File: config.mk
export PLATFORM = sky130hd
export DESIGN_NAME = csd_core_sfr
export DESIGN_NICKNAME = d
export VERILOG_FILES = /design/src/inc/csd_pkg.sv /design/src/hdl/csd_reg16.sv /design/src/hdl/csd_core_sfr.sv
export SDC_FILE = /design/constraint.sdc
export NUM_CORES = 1
export LEC_CHECK = 0
export ABC_AREA = 0
export BUFFER_PORTS_ARGS = -buffer_cell sky130_fd_sc_hd__clkbuf_2
export CELL_PAD_IN_SITES_DETAIL_PLACEMENT = 1
export CELL_PAD_IN_SITES_GLOBAL_PLACEMENT = 2
export CORE_MARGIN = 2
export CORE_UTILIZATION = 25
export DETAILED_ROUTE_END_ITERATION = 8
export PLACE_DENSITY = 0.64
export SLEW_MARGIN = 10
export SYNTH_ARGS = -nofsm -noshare
export SYNTH_HDL_FRONTEND = slang
export SYNTH_SLANG_ARGS = --single-unit
File: constraint.sdc
create_clock -name clk -period 6.2 [get_ports clk]
set_clock_uncertainty 0.05 [all_clocks]
set_input_delay 1.24 -clock clk [delete_from_list [all_inputs] [get_ports clk]]
set_output_delay 1.24 -clock clk [all_outputs]
set_load 0.005 [all_outputs]
File: src/inc/csd_pkg.sv
`default_nettype none
package csd_pkg;

	////////////////////////////////////////////////////////////////////////////////
	// data-space geometry
	localparam int ADDR_W = 16;
	localparam int DATA_W = 16;
	localparam int N_REGS = 26;
	localparam int IDX_W = 5;
	localparam logic [15:0] SFR_FIRST = 16'h0000;
	localparam logic [15:0] SFR_LAST = 16'h07FF;
	localparam int REGION_LSB = 5;
	localparam int REGION_MSB = 10;
	// one bit per aligned 32-byte region of the sfr space; only the core bank lives here
	localparam logic [63:0] REGION_IMPL = 64'h0000_0000_0000_0007;
	localparam logic [15:0] READ_ZERO = 16'h0000;

	////////////////////////////////////////////////////////////////////////////////
	// register byte addresses
	localparam logic [15:0] OFS_WORKING_REG_0 = 16'h0000;
	localparam logic [15:0] OFS_WORKING_REG_1 = 16'h0002;
	localparam logic [15:0] OFS_WORKING_REG_2 = 16'h0004;
	localparam logic [15:0] OFS_WORKING_REG_3 = 16'h0006;
	localparam logic [15:0] OFS_WORKING_REG_4 = 16'h8000;
	localparam logic [15:0] OFS_WORKING_REG_5 = 16'h000A;
	localparam logic [15:0] OFS_WORKING_REG_6 = 16'h000C;
	localparam logic [15:0] OFS_WORKING_REG_7 = 16'h000E;
	localparam logic [15:0] OFS_WORKING_REG_8 = 16'h0010;
	localparam logic [15:0] OFS_WORKING_REG_9 = 16'h0012;
	localparam logic [15:0] OFS_WORKING_REG_10 = 16'h0014;
	localparam logic [15:0] OFS_WORKING_REG_11 = 16'h0016;
	localparam logic [15:0] OFS_WORKING_REG_12 = 16'h0018;
	localparam logic [15:0] OFS_WORKING_REG_13 = 16'h001A;
	localparam logic [15:0] OFS_WORKING_REG_14 = 16'h001C;
	localparam logic [15:0] OFS_STACK_POINTER_WORKING_REG = 16'h001E;
	localparam logic [15:0] OFS_STACK_LIMIT = 16'h0020;
	localparam logic [15:0] OFS_PROGRAM_COUNTER_LOW = 16'h002E;
	localparam logic [15:0] OFS_PROGRAM_COUNTER_HIGH = 16'h0030;
	localparam logic [15:0] OFS_EXT_SPACE_READ_PAGE = 16'h0032;
	localparam logic [15:0] OFS_EXT_SPACE_WRITE_PAGE = 16'h0034;
	localparam logic [15:0] OFS_REPEAT_LOOP_COUNT = 16'h0036;
	localparam logic [15:0] OFS_CPU_STATUS_FLAGS = 16'h0042;
	localparam logic [15:0] OFS_CORE_CONTROL = 16'h0044;
	localparam logic [15:0] OFS_IRQ_DISABLE_COUNT = 16'h0052;
	localparam logic [15:0] OFS_TABLE_PAGE = 16'h0054;

	////////////////////////////////////////////////////////////////////////////////
	// implemented-bit masks and reset values
	localparam logic [15:0] MASK_FULL = 16'hFFFF;
	localparam logic [15:0] MASK_PC_HIGH = 16'h00FF;
	localparam logic [15:0] MASK_READ_PAGE = 16'h03FF;
	localparam logic [15:0] MASK_WRITE_PAGE = 16'h01FF;
	localparam logic [15:0] MASK_STATUS = 16'h01FF;
	localparam logic [15:0] MASK_CORE_CONTROL = 16'h000C;
	localparam logic [15:0] MASK_IRQ_DISABLE = 16'h3FFF;
	localparam logic [15:0] MASK_TABLE_PAGE = 16'h00FF;
	localparam logic [15:0] RST_ZERO = 16'h0000;
	localparam logic [15:0] RST_STACK_POINTER = 16'h0800;
	localparam logic [15:0] RST_PAGE = 16'h0001;
	localparam logic [15:0] RST_CORE_CONTROL = 16'h0004;
	// registers whose reset value is undefined are cleared, which is one legal value
	localparam logic [15:0] RST_UNDEFINED = 16'h0000;
	localparam int CORE_CONTROL_RESERVED_BIT = 2;

	////////////////////////////////////////////////////////////////////////////////
	// per-register tables, index order fixed
	localparam logic [15:0] REG_OFFSET [N_REGS] = '{
		OFS_WORKING_REG_0, OFS_WORKING_REG_1, OFS_WORKING_REG_2, OFS_WORKING_REG_3,
		OFS_WORKING_REG_4, OFS_WORKING_REG_5, OFS_WORKING_REG_6, OFS_WORKING_REG_7,
		OFS_WORKING_REG_8, OFS_WORKING_REG_9, OFS_WORKING_REG_10, OFS_WORKING_REG_11,
		OFS_WORKING_REG_12, OFS_WORKING_REG_13, OFS_WORKING_REG_14,
		OFS_STACK_POINTER_WORKING_REG, OFS_STACK_LIMIT, OFS_PROGRAM_COUNTER_LOW,
		OFS_PROGRAM_COUNTER_HIGH, OFS_EXT_SPACE_READ_PAGE, OFS_EXT_SPACE_WRITE_PAGE,
		OFS_REPEAT_LOOP_COUNT, OFS_CPU_STATUS_FLAGS, OFS_CORE_CONTROL,
		OFS_IRQ_DISABLE_COUNT, OFS_TABLE_PAGE};
	localparam logic [15:0] REG_MASK [N_REGS] = '{
		MASK_FULL, MASK_FULL, MASK_FULL, MASK_FULL, MASK_FULL, MASK_FULL, MASK_FULL,
		MASK_FULL, MASK_FULL, MASK_FULL, MASK_FULL, MASK_FULL, MASK_FULL, MASK_FULL,
		MASK_FULL, MASK_FULL, MASK_FULL, MASK_FULL, MASK_PC_HIGH, MASK_READ_PAGE,
		MASK_WRITE_PAGE, MASK_FULL, MASK_STATUS, MASK_CORE_CONTROL, MASK_IRQ_DISABLE,
		MASK_TABLE_PAGE};
	localparam logic [15:0] REG_RESET [N_REGS] = '{
		RST_ZERO, RST_ZERO, RST_ZERO, RST_ZERO, RST_ZERO, RST_ZERO, RST_ZERO, RST_ZERO,
		RST_ZERO, RST_ZERO, RST_ZERO, RST_ZERO, RST_ZERO, RST_ZERO, RST_ZERO,
		RST_STACK_POINTER, RST_UNDEFINED, RST_ZERO, RST_ZERO, RST_PAGE, RST_PAGE,
		RST_UNDEFINED, RST_ZERO, RST_CORE_CONTROL, RST_UNDEFINED, RST_ZERO};

	////////////////////////////////////////////////////////////////////////////////
	// carriers
	typedef struct packed {
		logic en;
		logic byte_op;
		logic [ADDR_W-1:0] addr;
	} csd_rd_req_s;

	typedef struct packed {
		logic en;
		logic byte_op;
		logic [ADDR_W-1:0] addr;
		logic [DATA_W-1:0] data;
	} csd_wr_req_s;

	typedef struct packed {
		logic valid;
		logic hit;
		logic [DATA_W-1:0] data;
	} csd_rd_rsp_s;

	typedef struct packed {
		logic trap;
		logic is_write;
		logic [ADDR_W-1:0] addr;
	} csd_fault_s;

	typedef struct packed {
		logic [DATA_W-1:0] value;
	} csd_reg_state_s;

	typedef struct packed {
		csd_rd_rsp_s rsp;
		csd_fault_s fault;
	} csd_ctl_state_s;

	typedef logic [N_REGS-1:0][DATA_W-1:0] csd_bank_t;

endpackage
`default_nettype wire

File: src/hdl/csd_reg16.sv
`default_nettype none
module csd_reg16 #(
	parameter logic [15:0] IMPL_MASK = 16'hFFFF,
	parameter logic [15:0] RESET_VAL = 16'h0000
) (
	input wire logic clk,
	input wire logic rst,
	input wire logic wr_lo,
	input wire logic wr_hi,
	input wire logic [15:0] wdata,
	output logic [15:0] q
);

	csd_pkg::csd_reg_state_s state_reg;
	csd_pkg::csd_reg_state_s state_next;

	////////////////////////////////////////////////////////////////////////////////
	// two byte lanes, separate write lines
	always_comb begin
		state_next = state_reg;
		if (wr_lo) begin
			state_next.value[7:0] = wdata[7:0] & IMPL_MASK[7:0];
		end
		if (wr_hi) begin
			state_next.value[15:8] = wdata[15:8] & IMPL_MASK[15:8];
		end
		if (rst) begin
			state_next.value = RESET_VAL & IMPL_MASK;
		end
	end

	always_ff @(posedge clk) begin
		state_reg <= state_next;
	end

	assign q = state_reg.value;

endmodule
`default_nettype wire

File: src/hdl/csd_core_sfr.sv
`default_nettype none

// What this block does
// - bytes 0000h to 07FFh of near data space form the sfr region.
// - reads of unimplemented addresses inside that region return zero.
// - decode by aligned 32-byte regions; empty regions act as unused space.
// - core registers sit in one contiguous decode group, except working reg 4 at 8000h outside the sfr region.
// - unimplemented bits read zero and ignore writes.
// - reset loads documented values; stack limit, repeat loop count and irq disable count have no defined reset.
// - two byte lanes per register; byte write hits one lane, byte read low.
// - odd word access traps; faulting write suppressed, faulting read completes.
module csd_core_sfr (
	input wire logic clk,
	input wire logic rst,
	input wire csd_pkg::csd_rd_req_s rd_req,
	input wire csd_pkg::csd_wr_req_s wr_req,
	output csd_pkg::csd_rd_rsp_s rd_rsp,
	output csd_pkg::csd_fault_s fault,
	output csd_pkg::csd_bank_t core_regs
);

	localparam logic [csd_pkg::IDX_W-1:0] NO_HIT = csd_pkg::IDX_W'(csd_pkg::N_REGS);

	csd_pkg::csd_ctl_state_s state_reg;
	csd_pkg::csd_ctl_state_s state_next;
	csd_pkg::csd_bank_t bank;
	logic [csd_pkg::IDX_W-1:0] rd_idx;
	logic [csd_pkg::IDX_W-1:0] wr_idx;
	logic rd_misaligned;
	logic wr_misaligned;
	logic wr_allowed;
	logic wr_lane_lo;
	logic wr_lane_hi;
	logic [csd_pkg::N_REGS-1:0] wr_lo_vec;
	logic [csd_pkg::N_REGS-1:0] wr_hi_vec;
	logic [15:0] rd_word;
	logic [15:0] rd_value;

	////////////////////////////////////////////////////////////////////////////////
	// address decode shared by the read and write paths

	// the core bank is one contiguous group apart from working reg 4 at 8000h: a single table walk finds the register
	function automatic logic [csd_pkg::IDX_W-1:0] find_reg(input logic [15:0] addr);
		logic [csd_pkg::IDX_W-1:0] idx;
		logic in_sfr;
		logic region_ok;
		idx = csd_pkg::IDX_W'(csd_pkg::N_REGS);
		in_sfr = (addr >= csd_pkg::SFR_FIRST) && (addr <= csd_pkg::SFR_LAST);
		region_ok = csd_pkg::REGION_IMPL[addr[csd_pkg::REGION_MSB:csd_pkg::REGION_LSB]];
		for (int i = 0; i < csd_pkg::N_REGS; i++) begin
			// word decode: the byte bit only picks the lane
			if (addr[15:1] == csd_pkg::REG_OFFSET[i][15:1] && (!in_sfr || region_ok)) begin
				idx = csd_pkg::IDX_W'(i);
			end
		end
		return idx;
	endfunction

	always_comb begin
		rd_idx = find_reg(rd_req.addr);
		wr_idx = find_reg(wr_req.addr);
	end

	////////////////////////////////////////////////////////////////////////////////
	// alignment check

	always_comb begin
		rd_misaligned = rd_req.en && !rd_req.byte_op && rd_req.addr[0];
		wr_misaligned = wr_req.en && !wr_req.byte_op && wr_req.addr[0];
	end

	////////////////////////////////////////////////////////////////////////////////
	// write lane selection

	always_comb begin
		// a misaligned word write is dropped outright, never half applied
		wr_allowed = wr_req.en && !wr_misaligned;
		if (wr_req.byte_op) begin
			wr_lane_lo = !wr_req.addr[0];
			wr_lane_hi = wr_req.addr[0];
		end else begin
			wr_lane_lo = 1'b1;
			wr_lane_hi = 1'b1;
		end
	end

	// a miss leaves every enable low, so unused space swallows the write
	always_comb begin
		wr_lo_vec = '0;
		wr_hi_vec = '0;
		for (int i = 0; i < csd_pkg::N_REGS; i++) begin
			if (wr_allowed && wr_idx == csd_pkg::IDX_W'(i)) begin
				wr_lo_vec[i] = wr_lane_lo;
				wr_hi_vec[i] = wr_lane_hi;
			end
		end
	end

	////////////////////////////////////////////////////////////////////////////////
	// register bank

	// byte writes arrive on the low byte of the data path; copy it to both lanes
	logic [15:0] wr_lane_data;
	always_comb begin
		if (wr_req.byte_op) begin
			wr_lane_data = {wr_req.data[7:0], wr_req.data[7:0]};
		end else begin
			wr_lane_data = wr_req.data;
		end
	end

	// core control bit 2 is writable; software is expected to write it back unchanged
	genvar g;
	generate
		for (g = 0; g < csd_pkg::N_REGS; g++) begin : g_bank
			csd_reg16 #(
				.IMPL_MASK(csd_pkg::REG_MASK[g]),
				.RESET_VAL(csd_pkg::REG_RESET[g])
			) u_reg (
				.clk(clk),
				.rst(rst),
				.wr_lo(wr_lo_vec[g]),
				.wr_hi(wr_hi_vec[g]),
				.wdata(wr_lane_data),
				.q(bank[g])
			);
		end
	endgenerate

	assign core_regs = bank;

	////////////////////////////////////////////////////////////////////////////////
	// read path

	always_comb begin
		rd_word = csd_pkg::READ_ZERO;
		for (int i = 0; i < csd_pkg::N_REGS; i++) begin
			if (rd_idx == csd_pkg::IDX_W'(i)) begin
				rd_word = bank[i] & csd_pkg::REG_MASK[i];
			end
		end
		if (rd_idx == NO_HIT) begin
			rd_word = csd_pkg::READ_ZERO;
		end
	end

	// a faulting word read still returns the aligned word, the trap is raised in the same cycle
	always_comb begin
		if (rd_req.byte_op) begin
			if (rd_req.addr[0]) begin
				rd_value = {8'h00, rd_word[15:8]};
			end else begin
				rd_value = {8'h00, rd_word[7:0]};
			end
		end else begin
			rd_value = rd_word;
		end
	end

	////////////////////////////////////////////////////////////////////////////////
	// response and fault state

	always_comb begin
		state_next = state_reg;
		state_next.rsp.valid = rd_req.en;
		if (rd_req.en) begin
			state_next.rsp.hit = (rd_idx != NO_HIT);
			state_next.rsp.data = rd_value;
		end
		state_next.fault.trap = rd_misaligned || wr_misaligned;
		// when both sides fault in one cycle the write is reported
		if (wr_misaligned) begin
			state_next.fault.is_write = 1'b1;
			state_next.fault.addr = wr_req.addr;
		end else if (rd_misaligned) begin
			state_next.fault.is_write = 1'b0;
			state_next.fault.addr = rd_req.addr;
		end
		if (rst) begin
			state_next.rsp.valid = 1'b0;
			state_next.rsp.hit = 1'b0;
			state_next.rsp.data = csd_pkg::READ_ZERO;
			state_next.fault.trap = 1'b0;
			state_next.fault.is_write = 1'b0;
			state_next.fault.addr = '0;
		end
	end

	always_ff @(posedge clk) begin
		state_reg <= state_next;
	end

	assign rd_rsp = state_reg.rsp;
	assign fault = state_reg.fault;

endmodule
`default_nettype wire

==> impl_metrics.csv <==
group,metric,value,unit
layout,final_nets,2745,
power,power.density,240.3,nW/um2
setup_path,cp.buffers_inverters,2,
placement,place_congestion,0.9352,
placement,hpwl,86370,um
logic_synthesis,postSynthCellCount,2298,
layout,drive_gt1_frac,0.2528,
power,p_leak,10.23,nW
timing,worst_slew_margin_rel,0.1345,
clocking,cts.sinks,400,
setup_path,crit_start,"rd_req[5]",
power,ir_drop,0.1823,mV
setup_path,reg2reg_depth,9,
timing,period_needed,4.777,ns
logic_synthesis,synth-async-reset-ratio,0,
global_routing,grt_start_max_net_pins,109,
logic_synthesis,syn_avg_cell_area,8.462,um2
routing,routed_wl,112600,um
power,p_sw,1.490,mW
clocking,cts_root_buf,"clkbuf_16",
setup_path,path_delay_family,"simple AND/OR/NAND/NOR gates",
global_routing,grt_overflow,0,
floorplan,start_util,0.2518,
power,p_int,4.372,mW
setup_path,worstPathMaxFanout,13,
clocking,clk_path_buf_depth,3,
setup_path,rr_startpoint,"g_bank[9].u_reg.q[12]",
setup_path,worstSetupEndpointType,"register",
logic_synthesis,synth_area,19440,um2
power,p_comb_frac,0.058,
setup_path,worst_r2r_endpoint,"rd_rsp[4]",
clocking,h-tree-depth,2,
setup_path,slowest_delay,0.73,ns
worst_hold_path,holdCritPathClass,"reg -> reg",
timing,rsz0062_at_grt,"false",
floorplan,coreArea,77210,um2
placement,portBuffers,453,
setup_path,critPathLaunchType,"input pin",
routing,drc_errors,0,
routing,postRouteAntennaNets,0,
clocking,cts_resized,0,
setup_path,crit_slowest_cell,"or4_1",
routing,drt_iter0_markers,1777,
setup_path,crit_cells,11,
floorplan,design.die.area,80030,um2
logic_synthesis,synth_seq_cells,400,
run_status,status,"finished, final reports clean",
setup_path,cp_cell_sequence,"clkbuf_2, or4_1, buf_4, or4_1, and2_4, a21oi_1, nand3_1, o21ai_0, o2111ai_1, a21oi_1, a21o_1",
floorplan,die_width,282.9,um
setup_path,cp.required,6.69,ns
run,max_cap_viol_count,0,
setup_path,reg2reg_setup_slack,3.01,ns
layout,fill_cells,9142,
logic_synthesis,synth_top_area_cell,"dfxtp_1",
logic_synthesis,ys_seq_area_frac,0.4118,
logic_synthesis,yosysTopAreaCellShare,0.4118,
clocking,cts-buffers-inserted,50,
routing,avgRoutedWirePerCell,29.88,um
floorplan,io_pins,506,
timing,hold_viol,0,
timing,max_freq,0.2093,GHz
global_routing,track_usage,0.2715,
global_routing,grt_pass1_wl,155500,um
global_routing,antenna_found_initial,6,
logic_synthesis,yosys-top-cells-area,"dfxtp_1 (41%), mux2i_1 (14%), nor2_1 (5.1%)",
clocking,tritoncts,"yes",
clocking,path_clk_slew,0.06,ns
timing,worst_hold_slack,0.4084,ns
timing,setup_viol,0,
logic_synthesis,yosysWarnings,0,
timing,maxSlewViolCount,0,
setup_path,critPathKind,"in -> reg",
routing,routed-via-count,20330,
logic_synthesis,synth_edf_count,0,
clocking,clk_latency,0.61,ns
routing,routed_via_density,5.393,
logic_synthesis,ys_types,92,
clocking,hold_buffers,0,
setup_path,worstSetupEndpoint,"rd_rsp[6]",
global_routing,first_global_vias,20120,
timing,fin_crit_sh,0.7706,
timing,tns,0,ns
timing,tightestPinTransition,1.281,ns
setup_path,crit_arrival,5.27,ns
logic_synthesis,synth_ff_type,"dfxtp_1",
clocking,post_cts_buffers,0,
floorplan,fp.dieH,282.9,um
power,clkPwrFrac,0.501,
routing,dr.pass1.iters,8,
power,seqPwrFrac,0.441,
layout,fin_util,0.3159,
layout,area_growth,25.43,%
floorplan,rows,102,
power,power.share.switching,0.2541,
==> power groups by stage <==
stage	logic [mW]	registers [mW]	clock network, mW
2_1_floorplan	0.206	2.64	0
3_3_place_gp	0.330	2.64	0
3_5_place_dp	0.334	2.64	0
4_1_cts	0.335	2.59	2.98
5_1_grt	0.361	2.59	3.08
6_report	0.341	2.59	2.93
==> per-stage QoR <==
stage | cell area, um2 | setup slack, ns | std cells | power [mW]
finish | 24390 | 1.423 | 3769 | 5.861
global route | 24380 | 1.188 | 3767 | 6.025
CTS | 24370 | 1.526 | 3764 | 5.904
detailed placement | 22740 | 0.9153 | 3678 | 2.977
global placement | 22740 | 0.9001 | 3678 | 2.973
floorplan | 19640 | 2.133 | 2349 | 2.848
==> state kept, by name, indices dropped and copies added (netlist names) <==
name,flops
fault,18
g_bank.u_reg.q,364
rd_rsp,18
==> synthesized netlist by cell type (all sizes together), types with 5 or more instances <==
master     n
a2111oi    8
a211oi    38
a21boi     5
a21o       6
a21oi    127
a221oi    11
a222oi    12
a22o       9
a22oi     25
a311oi     5
a31oi     15
a32oi      5
and2       9
buf       89
clkbuf   148
dfxtp    400
inv       13
mux2      16
mux2i    263
mux4       7
nand2    253
nand2b    12
nand3    111
nand4     19
nor2     279
nor2b     10
nor3      33
nor4      29
nor4b      8
o2111ai    9
o211ai    10
o21ai    193
o221ai    11
o22ai     11
o31ai      6
or2        6
or3        9
or4       12
==> layer usage <==
layer	track usage	up-vias	routed length [um]
met5	0	-	32
met4	0.1039	4	4342
met3	0.05854	194	7738
met2	0.4595	820	54180
met1	0.3363	10320	46330
li1	-	8987	-
==> worst reg2reg max path: cells and delay by family (launching register included) <==
kind                   cells  cell delay (ns)
muxes                      1             0.48
DFF                        1             0.34
AOI/OAI and AO/OA          7             2.02
buffers and inverters      1             0.18
==> cells by family (layout without fill, tap and decap cells) <==
logic type / after synthesis / count (layout) / synth area share
AND/OR/NAND/NOR: 814 / 814 / 0.1963
other: 1 / 56 / 0.0001929
buffers and inverters: 251 / 627 / 0.06048
AO/OA/AOI/OAI: 544 / 544 / 0.1776
XOR/XNOR: 2 / 2 / 0.0009010
multiplexers: 286 / 286 / 0.1528
flip-flops: 400 / 400 / 0.4118
==> area by class of cell <==
cell class | instances | area [um2] | share of cell area
Multi-Input combinational cell | 1698 | 10560 | 0.4328
Sequential cell | 400 | 8008 | 0.3283
Timing Repair Buffer | 527 | 2835 | 0.1162
Clock buffer | 72 | 1464 | 0.06002
Tap cell | 1040 | 1301 | 0.05335
Clock inverter | 14 | 160.2 | 0.006566
Inverter | 14 | 55.05 | 0.002257
Antenna cell | 4 | 10.01 | 0.0004104
==> cell usage in the layout, fill, tap and decap left out, drive strengths merged, types with 7 or more instances in the layout <==
master,n
a2111oi,8
a211oi,38
a21oi,127
a221oi,11
a222oi,12
a22o,9
a22oi,25
a31oi,15
and2,9
buf,74
clkbuf,525
clkinv,9
conb,52
dfxtp,400
inv,14
mux2,16
mux2i,263
mux4,7
nand2,253
nand2b,12
nand3,111
nand4,19
nor2,279
nor2b,10
nor3,33
nor4,29
nor4b,8
o2111ai,9
o211ai,10
o21ai,193
o221ai,11
o22ai,11
or3,9
or4,12
==> how the worst min path moves through the flow <==
stage,startpoint,end,slack [ns],cells after the start
after detailed placement,fault[0],fault[0],0.40,1
final,fault[0],fault[0],0.41,1
after floorplan,rd_rsp[8],rd_rsp[8],0.40,2
after CTS,fault[0],fault[0],0.41,1
after global routing,fault[0],fault[0],0.43,1
after global placement,fault[0],fault[0],0.39,1
No activity file was read; power rests on OpenSTA's default activity.
